==> src/gpio_ports_pkg.sv <==
/*
 * Package for the multi-port pin data register block: register offsets,
 * mode codes, field positions, reset values and bus widths.
 * Assumes a classic Wishbone slave with 32-bit data and byte addressing.
 */
`default_nettype none

package gpio_ports_pkg;

   // =======================================================================
   // Sizes
   localparam int unsigned PORT_WIDTH   = 8;
   localparam int unsigned NUM_IO_PORTS = 5;
   localparam int unsigned NUM_PORTS    = 6;
   localparam int unsigned ADDR_WIDTH   = 8;
   localparam int unsigned DATA_WIDTH   = 32;
   localparam int unsigned MODE_WIDTH   = 2 * PORT_WIDTH;

   // =======================================================================
   // Register offsets (byte addresses)
   localparam logic [7:0] PORT_A_PIN_DATA_OFS         = 8'h00;
   localparam logic [7:0] PORT_B_PIN_DATA_OFS         = 8'h04;
   localparam logic [7:0] PORT_C_PIN_DATA_OFS         = 8'h08;
   localparam logic [7:0] PORT_D_PIN_DATA_OFS         = 8'h0C;
   localparam logic [7:0] PORT_E_PIN_DATA_OFS         = 8'h10;
   localparam logic [7:0] PORT_F_PIN_DATA_OFS         = 8'h14;
   localparam logic [7:0] PORT_A_FUNCTION_CONTROL_OFS = 8'h20;
   localparam logic [7:0] PORT_B_FUNCTION_CONTROL_OFS = 8'h24;
   localparam logic [7:0] PORT_C_FUNCTION_CONTROL_OFS = 8'h28;
   localparam logic [7:0] PORT_D_FUNCTION_CONTROL_OFS = 8'h2C;
   localparam logic [7:0] PORT_E_FUNCTION_CONTROL_OFS = 8'h30;
   localparam logic [7:0] PORT_F_FUNCTION_CONTROL_OFS = 8'h34;
   localparam logic [7:0] DATA_OFS_STEP               = 8'h04;

   // =======================================================================
   // Reset values
   localparam logic [7:0]  PIN_DATA_RESET     = 8'h00;
   localparam logic [15:0] FUNC_CONTROL_RESET = 16'h0000;
   localparam logic [7:0]  PULLUP_CTRL_RESET  = 8'h00;

   // =======================================================================
   // Per-pin mode codes (high bit, low bit)
   localparam logic [1:0] MODE_OTHER_FUNCTION = 2'b00;
   localparam logic [1:0] MODE_OUTPUT         = 2'b01;
   localparam logic [1:0] MODE_INPUT_PULLUP   = 2'b10;
   localparam logic [1:0] MODE_INPUT_NO_PULL  = 2'b11;

   // Restricted pin: pin 5 of port D has no output mode
   localparam int unsigned RESTRICTED_PORT = 3;
   localparam int unsigned RESTRICTED_PIN  = 5;

   // Unmapped reads return this value
   localparam logic [31:0] UNMAPPED_READ = 32'h0000_0000;

endpackage : gpio_ports_pkg

`default_nettype wire

==> src/gpio_port_slice.sv <==
/*
 * One 8-bit port slice: stored pin data, per-pin mode decode, two-stage
 * input synchroniser and read-back select.
 * Assumes writes arrive as a one-cycle strobe with byte data.
 */
`timescale 1ns/1ps
`default_nettype none

module gpio_port_slice
   import gpio_ports_pkg::*;
#(
   parameter logic [7:0] OUT_ALLOWED = 8'hFF  // Pins that may drive
) (
   input  wire logic        clk_i,
   input  wire logic        rst_i,
   input  wire logic        ce_i,
   input  wire logic        wr_i,
   input  wire logic [7:0]  wdata_i,
   input  wire logic [15:0] mode_i,
   input  wire logic [7:0]  pin_i,
   output logic      [7:0]  rdata_o,
   output logic      [7:0]  pin_o,
   output logic      [7:0]  pin_oe_o,
   output logic      [7:0]  pullup_en_o
);

   // =======================================================================
   // Storage
   logic [7:0] data_q;
   logic [7:0] sync1_q;
   logic [7:0] sync2_q;
   logic [7:0] drive_oe_d;
   logic [7:0] pull_d;
   logic [7:0] rsel_d;

   // Pin data register, written regardless of mode
   always_ff @(posedge clk_i) begin
      if (rst_i) begin
         data_q <= PIN_DATA_RESET;
      end else if (ce_i && wr_i) begin
         data_q <= wdata_i;                      // see
      end
   end

   // Two-stage synchroniser for pin levels
   always_ff @(posedge clk_i) begin
      if (rst_i) begin
         sync1_q <= PIN_DATA_RESET;
         sync2_q <= PIN_DATA_RESET;
      end else if (ce_i) begin
         sync1_q <= pin_i;
         sync2_q <= sync1_q;
      end
   end

   // Per-pin mode decode
   always_comb begin
      for (int n = 0; n < 8; n++) begin
         drive_oe_d[n] = (mode_i[2*n +: 2] == MODE_OUTPUT) && OUT_ALLOWED[n]; // see
         pull_d[n]     = (mode_i[2*n +: 2] == MODE_INPUT_PULLUP);              // see
         rsel_d[n]     = mode_i[2*n + 1];        // Input modes read the pin
      end
   end

   // Registered pin and read-back outputs
   always_ff @(posedge clk_i) begin
      if (rst_i) begin
         pin_o       <= PIN_DATA_RESET;
         pin_oe_o    <= PIN_DATA_RESET;
         pullup_en_o <= PIN_DATA_RESET;
         rdata_o     <= PIN_DATA_RESET;
      end else if (ce_i) begin
         pin_o       <= data_q;
         pin_oe_o    <= drive_oe_d;
         pullup_en_o <= pull_d;                  // see
         rdata_o     <= (sync2_q & rsel_d) | (data_q & ~rsel_d); // see
      end
   end

endmodule : gpio_port_slice

`default_nettype wire

==> src/gpio_ports.sv <==
/*
 * Multi-port pin data registers: five 8-bit bidirectional ports (A to E)
 * and one 8-bit input-only port (F), with per-port function control
 * registers, all behind a classic Wishbone slave.
 * Assumes synchronous inputs, a 20 MHz clk_i and synchronous active-high reset.
 */
// The register addresses and the Wishbone interface to the registers were chosen for this implementation.
// Behaviour
// Each port data register is 8 bits wide, bit n holding the data of pin n.
// Every data bit clears to zero on reset and is readable and writable; port F reads return its synchronised pin levels, not its stored bits.
// Mode 00 gives the pin to another function; reads return stored data, writes leave the pin alone.
// Mode 01 drives the stored data bit onto the pin and reads return the stored data.
// Mode 10 enables the pull-up and reads return the pin level; writes store only.
// Mode 11 disables the pull-up and reads return the pin level; writes store only.
// Function and pull-up control come from per-port function control registers, not the data register.
// Pin 5 of port D never drives; code 01 must not be programmed and code 00 means no function.
// Port F has eight input-only pins whose pull-ups come from its own control register.
// Pin levels are read through a two-stage synchroniser.
`timescale 1ns/1ps
`default_nettype none

module gpio_ports
   import gpio_ports_pkg::*;
(
   input  wire logic        clk_i,
   input  wire logic        rst_i,
   input  wire logic        ce_i,
   // Wishbone classic slave
   input  wire logic        wb_cyc_i,
   input  wire logic        wb_stb_i,
   input  wire logic        wb_we_i,
   input  wire logic [7:0]  wb_adr_i,
   input  wire logic [3:0]  wb_sel_i,
   input  wire logic [31:0] wb_dat_i,
   output logic      [31:0] wb_dat_o,
   output logic             wb_ack_o,
   // Ports A to E, bidirectional (bit 8*p+n is port p pin n)
   input  wire logic [39:0] port_pin_i,
   output logic      [39:0] port_pin_o,
   output logic      [39:0] port_pin_oe_o,
   output logic      [39:0] port_pullup_en_o,
   // Port F, input only
   input  wire logic [7:0]  port_f_pin_i,
   output logic      [7:0]  port_f_pullup_en_o
);

   // =======================================================================
   // Bus decode
   logic        req_d;
   logic        wr_d;
   logic [4:0]  data_wr_d;
   logic [4:0]  ctrl_wr_d;
   logic        f_data_wr_d;
   logic        f_ctrl_wr_d;
   logic [31:0] rdata_d;

   // A new request is taken only when no answer is outstanding
   assign req_d = wb_cyc_i && wb_stb_i && !wb_ack_o && ce_i;
   assign wr_d  = req_d && wb_we_i;

   // Per-port write strobes for data (lane 0) and control (lanes 0 and 1, lane 0 only for port F)
   always_comb begin
      for (int p = 0; p < 5; p++) begin
         data_wr_d[p] = wr_d && wb_sel_i[0]
                        && (wb_adr_i == PORT_A_PIN_DATA_OFS + 8'(p) * DATA_OFS_STEP);
         ctrl_wr_d[p] = wr_d
                        && (wb_adr_i == PORT_A_FUNCTION_CONTROL_OFS + 8'(p) * DATA_OFS_STEP);
      end
      f_data_wr_d = wr_d && wb_sel_i[0] && (wb_adr_i == PORT_F_PIN_DATA_OFS);
      f_ctrl_wr_d = wr_d && wb_sel_i[0] && (wb_adr_i == PORT_F_FUNCTION_CONTROL_OFS);
   end

   // =======================================================================
   // Function control registers
   logic [15:0] func_ctrl_q [5];
   logic [7:0]  f_pullup_ctrl_q;
   logic [7:0]  f_data_q;

   // Mode fields per port, written byte-lane by byte-lane
   always_ff @(posedge clk_i) begin
      if (rst_i) begin
         for (int p = 0; p < 5; p++) begin
            func_ctrl_q[p] <= FUNC_CONTROL_RESET;
         end
      end else begin
         for (int p = 0; p < 5; p++) begin
            if (ctrl_wr_d[p] && wb_sel_i[0]) begin
               func_ctrl_q[p][7:0] <= wb_dat_i[7:0];
            end
            if (ctrl_wr_d[p] && wb_sel_i[1]) begin
               func_ctrl_q[p][15:8] <= wb_dat_i[15:8];
            end
         end
      end
   end

   // Port F pull-up enables, one bit per pin
   always_ff @(posedge clk_i) begin
      if (rst_i) begin
         f_pullup_ctrl_q <= PULLUP_CTRL_RESET;
      end else if (f_ctrl_wr_d) begin
         f_pullup_ctrl_q <= wb_dat_i[7:0];
      end
   end

   // Port F stored data; reads always see the pin since it cannot drive
   always_ff @(posedge clk_i) begin
      if (rst_i) begin
         f_data_q <= PIN_DATA_RESET;
      end else if (f_data_wr_d) begin
         f_data_q <= wb_dat_i[7:0];
      end
   end

   // =======================================================================
   // Port slices A to E
   logic [7:0] slice_rdata [5];

   for (genvar p = 0; p < 5; p++) begin : g_port
      gpio_port_slice #(
         .OUT_ALLOWED ((p == RESTRICTED_PORT) ? 8'hDF : 8'hFF)
      ) u_slice (
         .clk_i       (clk_i),
         .rst_i       (rst_i),
         .ce_i        (ce_i),
         .wr_i        (data_wr_d[p]),
         .wdata_i     (wb_dat_i[7:0]),
         .mode_i      (func_ctrl_q[p]),
         .pin_i       (port_pin_i[8*p +: 8]),
         .rdata_o     (slice_rdata[p]),
         .pin_o       (port_pin_o[8*p +: 8]),
         .pin_oe_o    (port_pin_oe_o[8*p +: 8]),
         .pullup_en_o (port_pullup_en_o[8*p +: 8])
      );
   end

   // =======================================================================
   // Port F input path
   logic [7:0] f_sync1_q;
   logic [7:0] f_sync2_q;

   // Two-stage synchroniser for the input-only port
   always_ff @(posedge clk_i) begin
      if (rst_i) begin
         f_sync1_q <= PIN_DATA_RESET;
         f_sync2_q <= PIN_DATA_RESET;
      end else if (ce_i) begin
         f_sync1_q <= port_f_pin_i;
         f_sync2_q <= f_sync1_q;
      end
   end

   // Pull-up drive for port F
   always_ff @(posedge clk_i) begin
      if (rst_i) begin
         port_f_pullup_en_o <= PULLUP_CTRL_RESET;
      end else if (ce_i) begin
         port_f_pullup_en_o <= f_pullup_ctrl_q;
      end
   end

   // =======================================================================
   // Read mux
   always_comb begin
      rdata_d = UNMAPPED_READ;
      for (int p = 0; p < 5; p++) begin
         if (wb_adr_i == PORT_A_PIN_DATA_OFS + 8'(p) * DATA_OFS_STEP) begin
            rdata_d = {24'h00_0000, slice_rdata[p]};     // see
         end
         if (wb_adr_i == PORT_A_FUNCTION_CONTROL_OFS + 8'(p) * DATA_OFS_STEP) begin
            rdata_d = {16'h0000, func_ctrl_q[p]};
         end
      end
      if (wb_adr_i == PORT_F_PIN_DATA_OFS) begin
         rdata_d = {24'h00_0000, f_sync2_q};
      end
      if (wb_adr_i == PORT_F_FUNCTION_CONTROL_OFS) begin
         rdata_d = {24'h00_0000, f_pullup_ctrl_q};
      end
   end

   // Acknowledge one cycle after the request, dropped the cycle after
   always_ff @(posedge clk_i) begin
      if (rst_i) begin
         wb_ack_o <= 1'b0;
         wb_dat_o <= UNMAPPED_READ;
      end else if (ce_i) begin
         wb_ack_o <= req_d;
         if (req_d && !wb_we_i) begin
            wb_dat_o <= rdata_d;
         end
      end
   end

endmodule : gpio_ports

`default_nettype wire

==> config.mk <==
export PLATFORM = sky130hd
export DESIGN_NAME = gpio_ports
export DESIGN_NICKNAME = d
export VERILOG_FILES = /design/src/gpio_ports_pkg.sv /design/src/gpio_port_slice.sv /design/src/gpio_ports.sv
export SDC_FILE = /design/constraint.sdc
export NUM_CORES = 1
export LEC_CHECK = 0
export BUFFER_PORTS_ARGS = -buffer_cell sky130_fd_sc_hd__buf_2
export CORE_AREA = 2 2 212 214
export DETAILED_ROUTE_END_ITERATION = 7
export DIE_AREA = 0 0 214 216
export PLACE_DENSITY = 0.67
export SYNTH_ARGS = -nofsm -noshare
export SYNTH_HDL_FRONTEND = slang
export SYNTH_HIERARCHICAL = 1
export SYNTH_SLANG_ARGS = --single-unit
==> constraint.sdc <==
create_clock -name clk_i -period 4.8 [get_ports clk_i]
set_input_delay 1.44 -clock clk_i [delete_from_list [all_inputs] [get_ports clk_i]]
set_output_delay 1.44 -clock clk_i [all_outputs]
set_load 0.01 [all_outputs]
### Yosys cells after proc, flatten, opt, wreduce, memory -nomap -nowiden

Memory sizes are Yosys's and may differ from the RTL's.
Cells that the tools add are included.

| word-level totals | value |
|---|---|
| bits in registers | 344 |
| bits in writable memories | 80 |
| input bits | 98 |
| output and inout port bits | 161 |
| word-level logic and storage cells | 252 |
| memories kept | 1 |

| operators by class | value |
|---|---|
| eq/ne operators | 90 |
| multiplexer cells | 54 |
| bitwise gates (word level) | 30 |
| reduce and logical (&&, ||, !) cells | 36 |

Memory list:

| name | words | width | read ports | clocked after Yosys merged registers in | write ports | RTL line | RTL |
|---|---|---|---|---|---|---|---|
| func_ctrl_q | 5 | 16 | 5 | 0 | 5 | gpio_ports.sv:75 | `logic [15:0] func_ctrl_q [5];` |

Operator list:

| kind | number |
|---|---|
| $mux 32 | 11 |
| $mux 8 | 11 |
| $and 8x8->8 | 10 |
| $eq 2x2->1 const B | 40 |
| $eq 2x1->1 const B | 39 |
| $eq 8x6->1 const B | 6 |
| $not 8->8 | 5 |
| $or 8x8->8 | 5 |
| $logic_and 1x1->1 | 32 |
| $mux 1 | 32 |
| $eq 8x4->1 const B | 2 |
| $eq 8x5->1 const B | 2 |
| $or 1x1->1 | 10 |
| $eq 8x3->1 const B | 1 |
| $logic_not 8->1 | 1 |
| $logic_not 1->1 | 2 |
| $reduce_and 2->1 | 1 |

### Logic depth before layout (Yosys ltp)

Gate-level depths: netlist of the first run.

| depth | value |
|---|---|
| depth after elaboration | 13 |
| gate-level depth with buffers | 10 |
| gate-level depth less buffers | 6 |

### By module

The synthesis of the first run kept the hierarchy.

By module, submodules not included:

| module | instances | cells each | area an instance (µm²) | seq. area each (µm²) |
|---|---|---|---|---|
| gpio_port_slice at g_port[0].u_slice ... | 4 | 218 | 2296.0 | 1121.1 |
| gpio_ports | 1 | 526 | 5920.7 | 3383.2 |
| gpio_port_slice at g_port[3].u_slice | 1 | 216 | 2247.2 | 1101.1 |

### Worst setup path before layout of the first run

Ideal clock, no wire load.

| timing path | value |
|---|---|
| kind | input-to-reg |
| start point | in wb_adr_i[3] |
| end point | mem func_ctrl_q[0][0], enable pin |
| library setup time | 0.375 ns |
| arrival time | 2.822 ns |
| required time | 4.425 ns |
| slack | 1.604 ns |
| stages | 5 |
| buffers on the path | 2 |
| cell sequence | buf_6 clkbuf_1 nor3_1 nand2b_1 o21bai_1 |

RTL lines:

| element | RTL line | RTL |
|---|---|---|
| start, declared | gpio_ports.sv:32 | `input wire logic [7:0] wb_adr_i,` |
| end, declared | gpio_ports.sv:75 |  |

### Final worst setup path of the first run

| timing path | value |
|---|---|
| start point | in wb_adr_i[2] |
| end point | reg wb_dat_o[3] |

| between the ends | value |
|---|---|
| longest elaborated chain between the ends | 13 |
| elaborated cells on any way between the ends | 24 |
| those cells by class | eq/ne (11); mux (12); reduce/logical (1) |

Ends and longest elaborated chain:

| element | RTL line | RTL |
|---|---|---|
| $logic_not 8->1 | gpio_ports.sv:167 | `if (wb_adr_i == PORT_A_PIN_DATA_OFS + 8'(p) * DATA_OFS_STEP) begin` |
| $mux 8 | gpio_ports.sv:167 |  |
| $mux 32 | gpio_ports.sv:170 | `if (wb_adr_i == PORT_A_FUNCTION_CONTROL_OFS + 8'(p) * DATA_OFS_STEP) begin` |
| $mux 32 | gpio_ports.sv:167 |  |
| $mux 32 | gpio_ports.sv:170 |  |
| $mux 32 | gpio_ports.sv:167 |  |
| $mux 32 | gpio_ports.sv:170 |  |
| $mux 32 | gpio_ports.sv:167 |  |
| $mux 32 | gpio_ports.sv:170 |  |
| $mux 32 | gpio_ports.sv:167 |  |
| $mux 32 | gpio_ports.sv:170 |  |
| $mux 32 | gpio_ports.sv:174 | `if (wb_adr_i == PORT_F_PIN_DATA_OFS) begin` |
| $mux 32 (*) | gpio_ports.sv:177 | `if (wb_adr_i == PORT_F_FUNCTION_CONTROL_OFS) begin` |
| end signal, assigned | gpio_ports.sv:190 | `wb_dat_o <= rdata_d;` |
| end, declared | gpio_ports.sv:35 | `output logic [31:0] wb_dat_o,` |

Every way passes the cells marked *; elsewhere a longest branch is shown, timed or not.
A chain may end at the register's enable or synchronous reset.

==> impl_results.md, run 1 <==
- Fin crit share: 0.673
- Die width: 214 um
- VDD IR max: 0.000274 V
- Crit end category: flop
- Yosys cell types: 61
- Simple-Gate Fraction of Synth Area: 0.164
- Num CTS Buffers: 43
- Wire length per cell after detailed routing: 20.7 um
- Largest family of logic cells by synthesized area: simple AND/OR/NAND/NOR gates
- CP Class: primary input to flop
- Final instance area: 0.0199 mm2
- Yosys top cell area share: 0.378
- Area contributors post-synth: dfxtp_1, edfxtp_1, mux2i_1, nor2_1, a21oi_1
- IO Port Bufs: 223
- Clk_lat worst skew: 0.56 ns
- PwrDens: 383 mW/mm2
- EDFF count, synth: 80
- Drt total wl: 49800 um
- Cells after Synth: 1614
- Yosys warns: 6
- Clock tree root driver cell: clkbuf_16
- Hpwl dp: 34700 um
- Synth Area in Compound Gates: 0.136
- H-tree depth: 2
- WP data required: 5.22 ns
- Synth area leader: dfxtp_1
- Core ar.: 0.0438 mm2
- Status: finished clean
- Synth Area in Adders: 0
- R2R Path Start: wb_ack_o
- Via count: 12.7k
- GRT Overall Usage: 0.208
- Seq/Total Area, Yosys: 0.517
- Final Non-Filler Cells: 2404
- Post-Synth XOR/XNOR Area: 0
- Async set or reset register ratio after synthesis: 0
- Overall Power: 7630 uW
- Worst-Margin Slew: 1.05 ns
- Area of the die: 0.0462 mm2
- Ports: 259
- RSZ-0062 raised after global routing: false
- Hold path start: g_port[3].u_slice/pin_oe_o[7]
- Layout net count: 1873
- Worst slew margin: 0.297
- Synthesized area: 0.0174 mm2
- R2R setup slack: 2.40 ns
- Grt total ovfl: 0
- Worst-path clk slew: 0.06 ns
- F_max: 0.309 GHz
- Main synth FF type: dfxtp_1
- Fraction of layout cells with a size suffix above 1: 0.242
- Avg Cell Area, Syn: 10.8 um2
- R2r worst-path depth: 4
- Drt pass-1 iters: 5
- #FFs+latches synth: 408
- Area grow syn2layout: 14.9%
- Residual DRC: 0
- Vias per cell: 5.28
- Starting density of the core: 0.396
- Number of clock sinks: 408
- Total setup buffers inserted after CTS: 0
- Placed cell count: 2322
- Crit Reg-Reg Endpoint: func_ctrl_q[2][1]
- Setup_tns: 0 ns
- Hold_ws: 0.465 ns
- Final ANT Viol Nets: 0
- Final Hold Violating Endpoints: 0
- Worst hold path type: flop to flop
- Critical path fanouts, max: 31
- Pin count of the biggest net entering global routing: 211
- Launch point of the worst path: wb_adr_i[2]
- Row Count: 77
- Die Ht: 216 um
- Initial antenna violation count: 10
- GP Congestion: 0.910
- Clock Path Buffers: 3
- CTS tree: built
- Number of global-route vias before repair: 11.9k
- Worst setup path endpoint: wb_dat_o[3]
- Clock skew: 0.0132 ns
- Max Cap Viol: 0
- Fillers: 4120
- LEAKAGE: 0.00806 uW
- Placed cell areas: 0.0185 mm2
- WP data arrival: 3.65 ns
- Initial drt markers: 1153
- Critical path launch point type: primary input
- Post-CTS Hold Buffers: 0
- Fraction of synthesized area in multiplexers: 0.123
- Final min period: 3.23 ns
- Final Max Slew Viols: 0
- Cts repair resizes: 0
- First-pass GRT wire length: 72800 um
- Final setup fails: 0
report_power, final:
| group | switching (uW) | leakage (uW) | total (uW) | internal, uW |
|---|---|---|---|---|
| Sequential | 92.7 | 0.00348 | 3690 | 3590 |
| Clock | 1360 | 0.000730 | 3460 | 2100 |
| Combinational | 300 | 0.00384 | 488 | 188 |
how the worst min path moves through the flow:
stage / to / cells past startpoint / slack [ns]
2_1_floorplan: f_sync2_q[7] / 2 / 0.46
3_3_place_gp: g_port[3].u_slice/pullup_en_o[5] / 2 / 0.45
3_5_place_dp: g_port[3].u_slice/pullup_en_o[4] / 2 / 0.46
4_1_cts: g_port[0].u_slice/pin_oe_o[1] / 2 / 0.47
5_1_grt: g_port[3].u_slice/pullup_en_o[5] / 2 / 0.48
6_report: g_port[3].u_slice/pin_oe_o[7] / 2 / 0.47
sequential cells by signal (all words and copies together), names as in the netlist:
register / flops
g_port.u_slice/rdata_o: 40
func_ctrl_q: 80
g_port.u_slice/pullup_en_o: 40
g_port.u_slice/sync2_q: 40
wb_ack_o: 1
wb_dat_o: 16
f_sync2_q: 8
f_pullup_ctrl_q: 8
port_f_pullup_en_o: 8
g_port.u_slice/pin_oe_o: 39
g_port.u_slice/sync1_q: 40
g_port.u_slice/data_q: 40
f_sync1_q: 8
g_port.u_slice/pin_o: 40
logic make-up after synthesis:
group | after synthesis
and+or+nand+nor | 527
AOI/OAI and AO/OA | 322
DFF | 408
buffers and inverters | 147
other | 2
muxes | 208
cell usage in the layout (no fill, tap or decap), drive strengths merged, types with 5 or more instances in the layout:
cell type,count
o21ai,24
clkinv,6
o21bai,8
nor2,203
nand3,46
dfxtp,328
conb,17
o22ai,8
diode,5
a22oi,31
a21bo,40
nand2,47
and2,25
inv,8
nand3b,79
nand2b,84
nand4,5
a211oi,49
a21oi,144
clkbuf,65
nor3,16
mux2i,203
buf,242
edfxtp,80
nor2b,5
critical path: stages:
cell and delay, ns:
buf_2 0.55, nor4b_4 0.64, nand3_1 0.43, nor2_2 0.33, a221o_1 0.20, a21oi_1 0.04
cells in the mapped netlist, drive strengths merged, types with 5 or more instances:
library cell and number:
buf 114, nor3 16, and2 25, a21oi 144
o21ai 24, dfxtp 328, nor2 203, nand4 5
mux2i 203, inv 6, nand3 46, o21bai 8
nand3b 79, a22oi 31, a211oi 49, o22ai 8
nor2b 5, clkbuf 27, nand2 47, nand2b 84
edfxtp 80, a21bo 40
per-stage QoR:
| step | setup slack (ns) | util |
|---|---|---|
| global placement | 1.09 | 0.421 |
| detailed placement | 1.07 | 0.421 |
| floorplan | 1.60 | - |
| finish | 1.57 | 0.455 |
| global route | 1.44 | 0.455 |
| CTS | 1.66 | 0.455 |
routing by layer:
layer	vias up	part of all wire	global-route usage
met5	-	0.0014	0
met4	10	0.024	0.0604
met3	90	0.097	0.0576
met2	509	0.45	0.327
met1	6090	0.43	0.278
li1	6006	-	-
layout make-up:
cell class	instances	area (um2)	share of cell area
Clock inverter	12	164	0.00822
Timing Repair Buffer	242	1320	0.0660
Sequential cell	408	8970	0.450
Multi-Input combinational cell	1074	7410	0.371
Clock buffer	65	1310	0.0658
Tap cell	592	741	0.0371
Inverter	6	22.5	0.00113
Antenna cell	5	12.5	0.000627
(Power assumes the default switching activity.)
==> run 2, diff against run 1 <==
==> constraint.sdc (replaced) <==
create_clock -name clk_i -period 3.2 [get_ports clk_i]
set_input_delay 0.96 -clock clk_i [delete_from_list [all_inputs] [get_ports clk_i]]
set_output_delay 0.96 -clock clk_i [all_outputs]
set_load 0.01 [all_outputs]
==> impl_results.md, run 2 (synthesis results as in run 1) <==
- Max Cap Viol: 0
- Initial drt markers: 1345
- Crit end category: flop
- IO Port Bufs: 223
- VDD IR max: 0.000379 V
- Residual DRC: 0
- Fraction of layout cells with a size suffix above 1: 0.246
- GP Congestion: 0.921
- Wire length per cell after detailed routing: 20.5 um
- Metal-1 WL: 22100 um
- Hpwl dp: 34900 um
- Worst slew margin: 0.261
- Vias per cell: 5.24
- Via count: 12.7k
- Top routing layer in use: met5
- Final Non-Filler Cells: 2429
- Setup_tns: 0 ns
- CTS tree: built
- Number of global-route vias before repair: 11.9k
- Total setup buffers inserted after CTS: 0
- Most frequent cells in the layout: dfxtp_1, buf_2, mux2i_1
- First-pass GRT wire length: 73600 um
- Launch point of the worst path: wb_adr_i[5]
- Grt total ovfl: 0
- Final setup fails: 0
- Final ANT Viol Nets: 0
- Clk_lat worst skew: 0.57 ns
- Num CTS Buffers: 44
- Critical path fanouts, max: 54
- WP data required: 3.52 ns
- F_max: 0.422 GHz
- Initial antenna violation count: 8
- Number of clock sinks: 408
- Die width: 214 um
- Metal2 WL: 22000 um
- GRT Overall Usage: 0.209
- RSZ-0062 raised after global routing: false
- Ports: 259
- Final min period: 2.37 ns
- Worst-Margin Slew: 1.11 ns
- R2R Path Start: wb_ack_o
- Layout net count: 1891
- Clock skew: 0.0246 ns
- CP Class: primary input to flop
- Area of the die: 0.0462 mm2
- Status: finished clean
- Commonest non-fill, non-tap cell in the layout: dfxtp_1
- LEAKAGE: 0.00810 uW
- PwrDens: 559 mW/mm2
- Pin count of the biggest net entering global routing: 205
- Fin crit share: 0.740
- Die Ht: 216 um
- Final Hold Violating Endpoints: 0
- Max reg flops: 80
- Clock Path Buffers: 3
- Hold_ws: 0.466 ns
- Worst hold path type: flop to flop
- Most flops, register: func_ctrl_q
- Drt pass-1 iters: 6
- Starting density of the core: 0.396
- Cts repair resizes: 0
- Area grow syn2layout: 15.3%
- Clock tree root driver cell: clkbuf_16
- WP data arrival: 2.68 ns
- Drt total wl: 49700 um
- Placed cell count: 2339
- Post-CTS Hold Buffers: 0
- Worst-path clk slew: 0.06 ns
- Metal3 WL: 4160 um
- Core ar.: 0.0438 mm2
- H-tree depth: 2
- Final Max Slew Viols: 0
- Critical path launch point type: primary input
- Row Count: 77
- Hold path start: g_port[3].u_slice/pin_oe_o[6]
==> run 2: changes by cell type in the layout (fill, tap and decap cells not counted), sizes merged <==
cell,before,now
buf,242,259
bufinv,4,1
clkbuf,65,68
clkinv,6,11
diode,5,9
inv,8,7
==> run 2: metrics by stage <==
step / cell area (um2) / total power, uW / setup slack, ns / util
2_1_floorplan: 17400 / 6140 / 0.484 / -
3_3_place_gp: 18600 / 6370 / 0.323 / 0.424
5_1_grt: 20000 / 11600 / 0.704 / 0.456
3_5_place_dp: 18600 / 6380 / 0.314 / 0.424
6_report: 20000 / 11200 / 0.833 / 0.456
4_1_cts: 20000 / 11300 / 0.892 / 0.456
==> run 2: layout make-up <==
type / instances / area [um2]
fillers: 4131 / 23800
flip-flops and latches: 408 / 8970
diodes: 9 / 22.5
repair buffers: 259 / 1460
well taps: 592 / 741
inverters: 6 / 22.5
clock inverters: 13 / 108
multi-input cells: 1074 / 7410
clock buffers: 68 / 1280
==> run 2: path summary, 6_finish.rpt <==
| path | slack, ns | endpoint | depth (start not counted) |
|---|---|---|---|
| worst max-delay path | 0.83 | func_ctrl_q[3][4] | 6 |
| worst min-delay path | 0.47 | g_port[3].u_slice/pin_oe_o[6] | 2 |
| worst max register to register | 0.99 | g_port[0].u_slice/data_q[5] | 7 |
| worst min register to register | 0.47 | g_port[3].u_slice/pin_oe_o[6] | 2 |
==> run 2: where the power goes <==
part           leakage [uW]  switching (uW)  internal [uW]
Combinational       0.00393             460            295
Clock              0.000682            2050           2850
Sequential          0.00348             137           5390
Total               0.00810            2650           8540
==> run 2: worst max-delay path, stage by stage <==
cell,delay (ns)
buf_2,0.15
buf_12,0.27
nand4_1,0.21
o32ai_1,0.25
and3_2,0.37
and2_1,0.44
==> run 2: per-layer routing <==
layer / vias to the layer above / track usage
li1: 6055 / -
met1: 6078 / 0.287
met2: 493 / 0.320
met3: 95 / 0.0523
met4: 8 / 0.0709
met5: - / 0
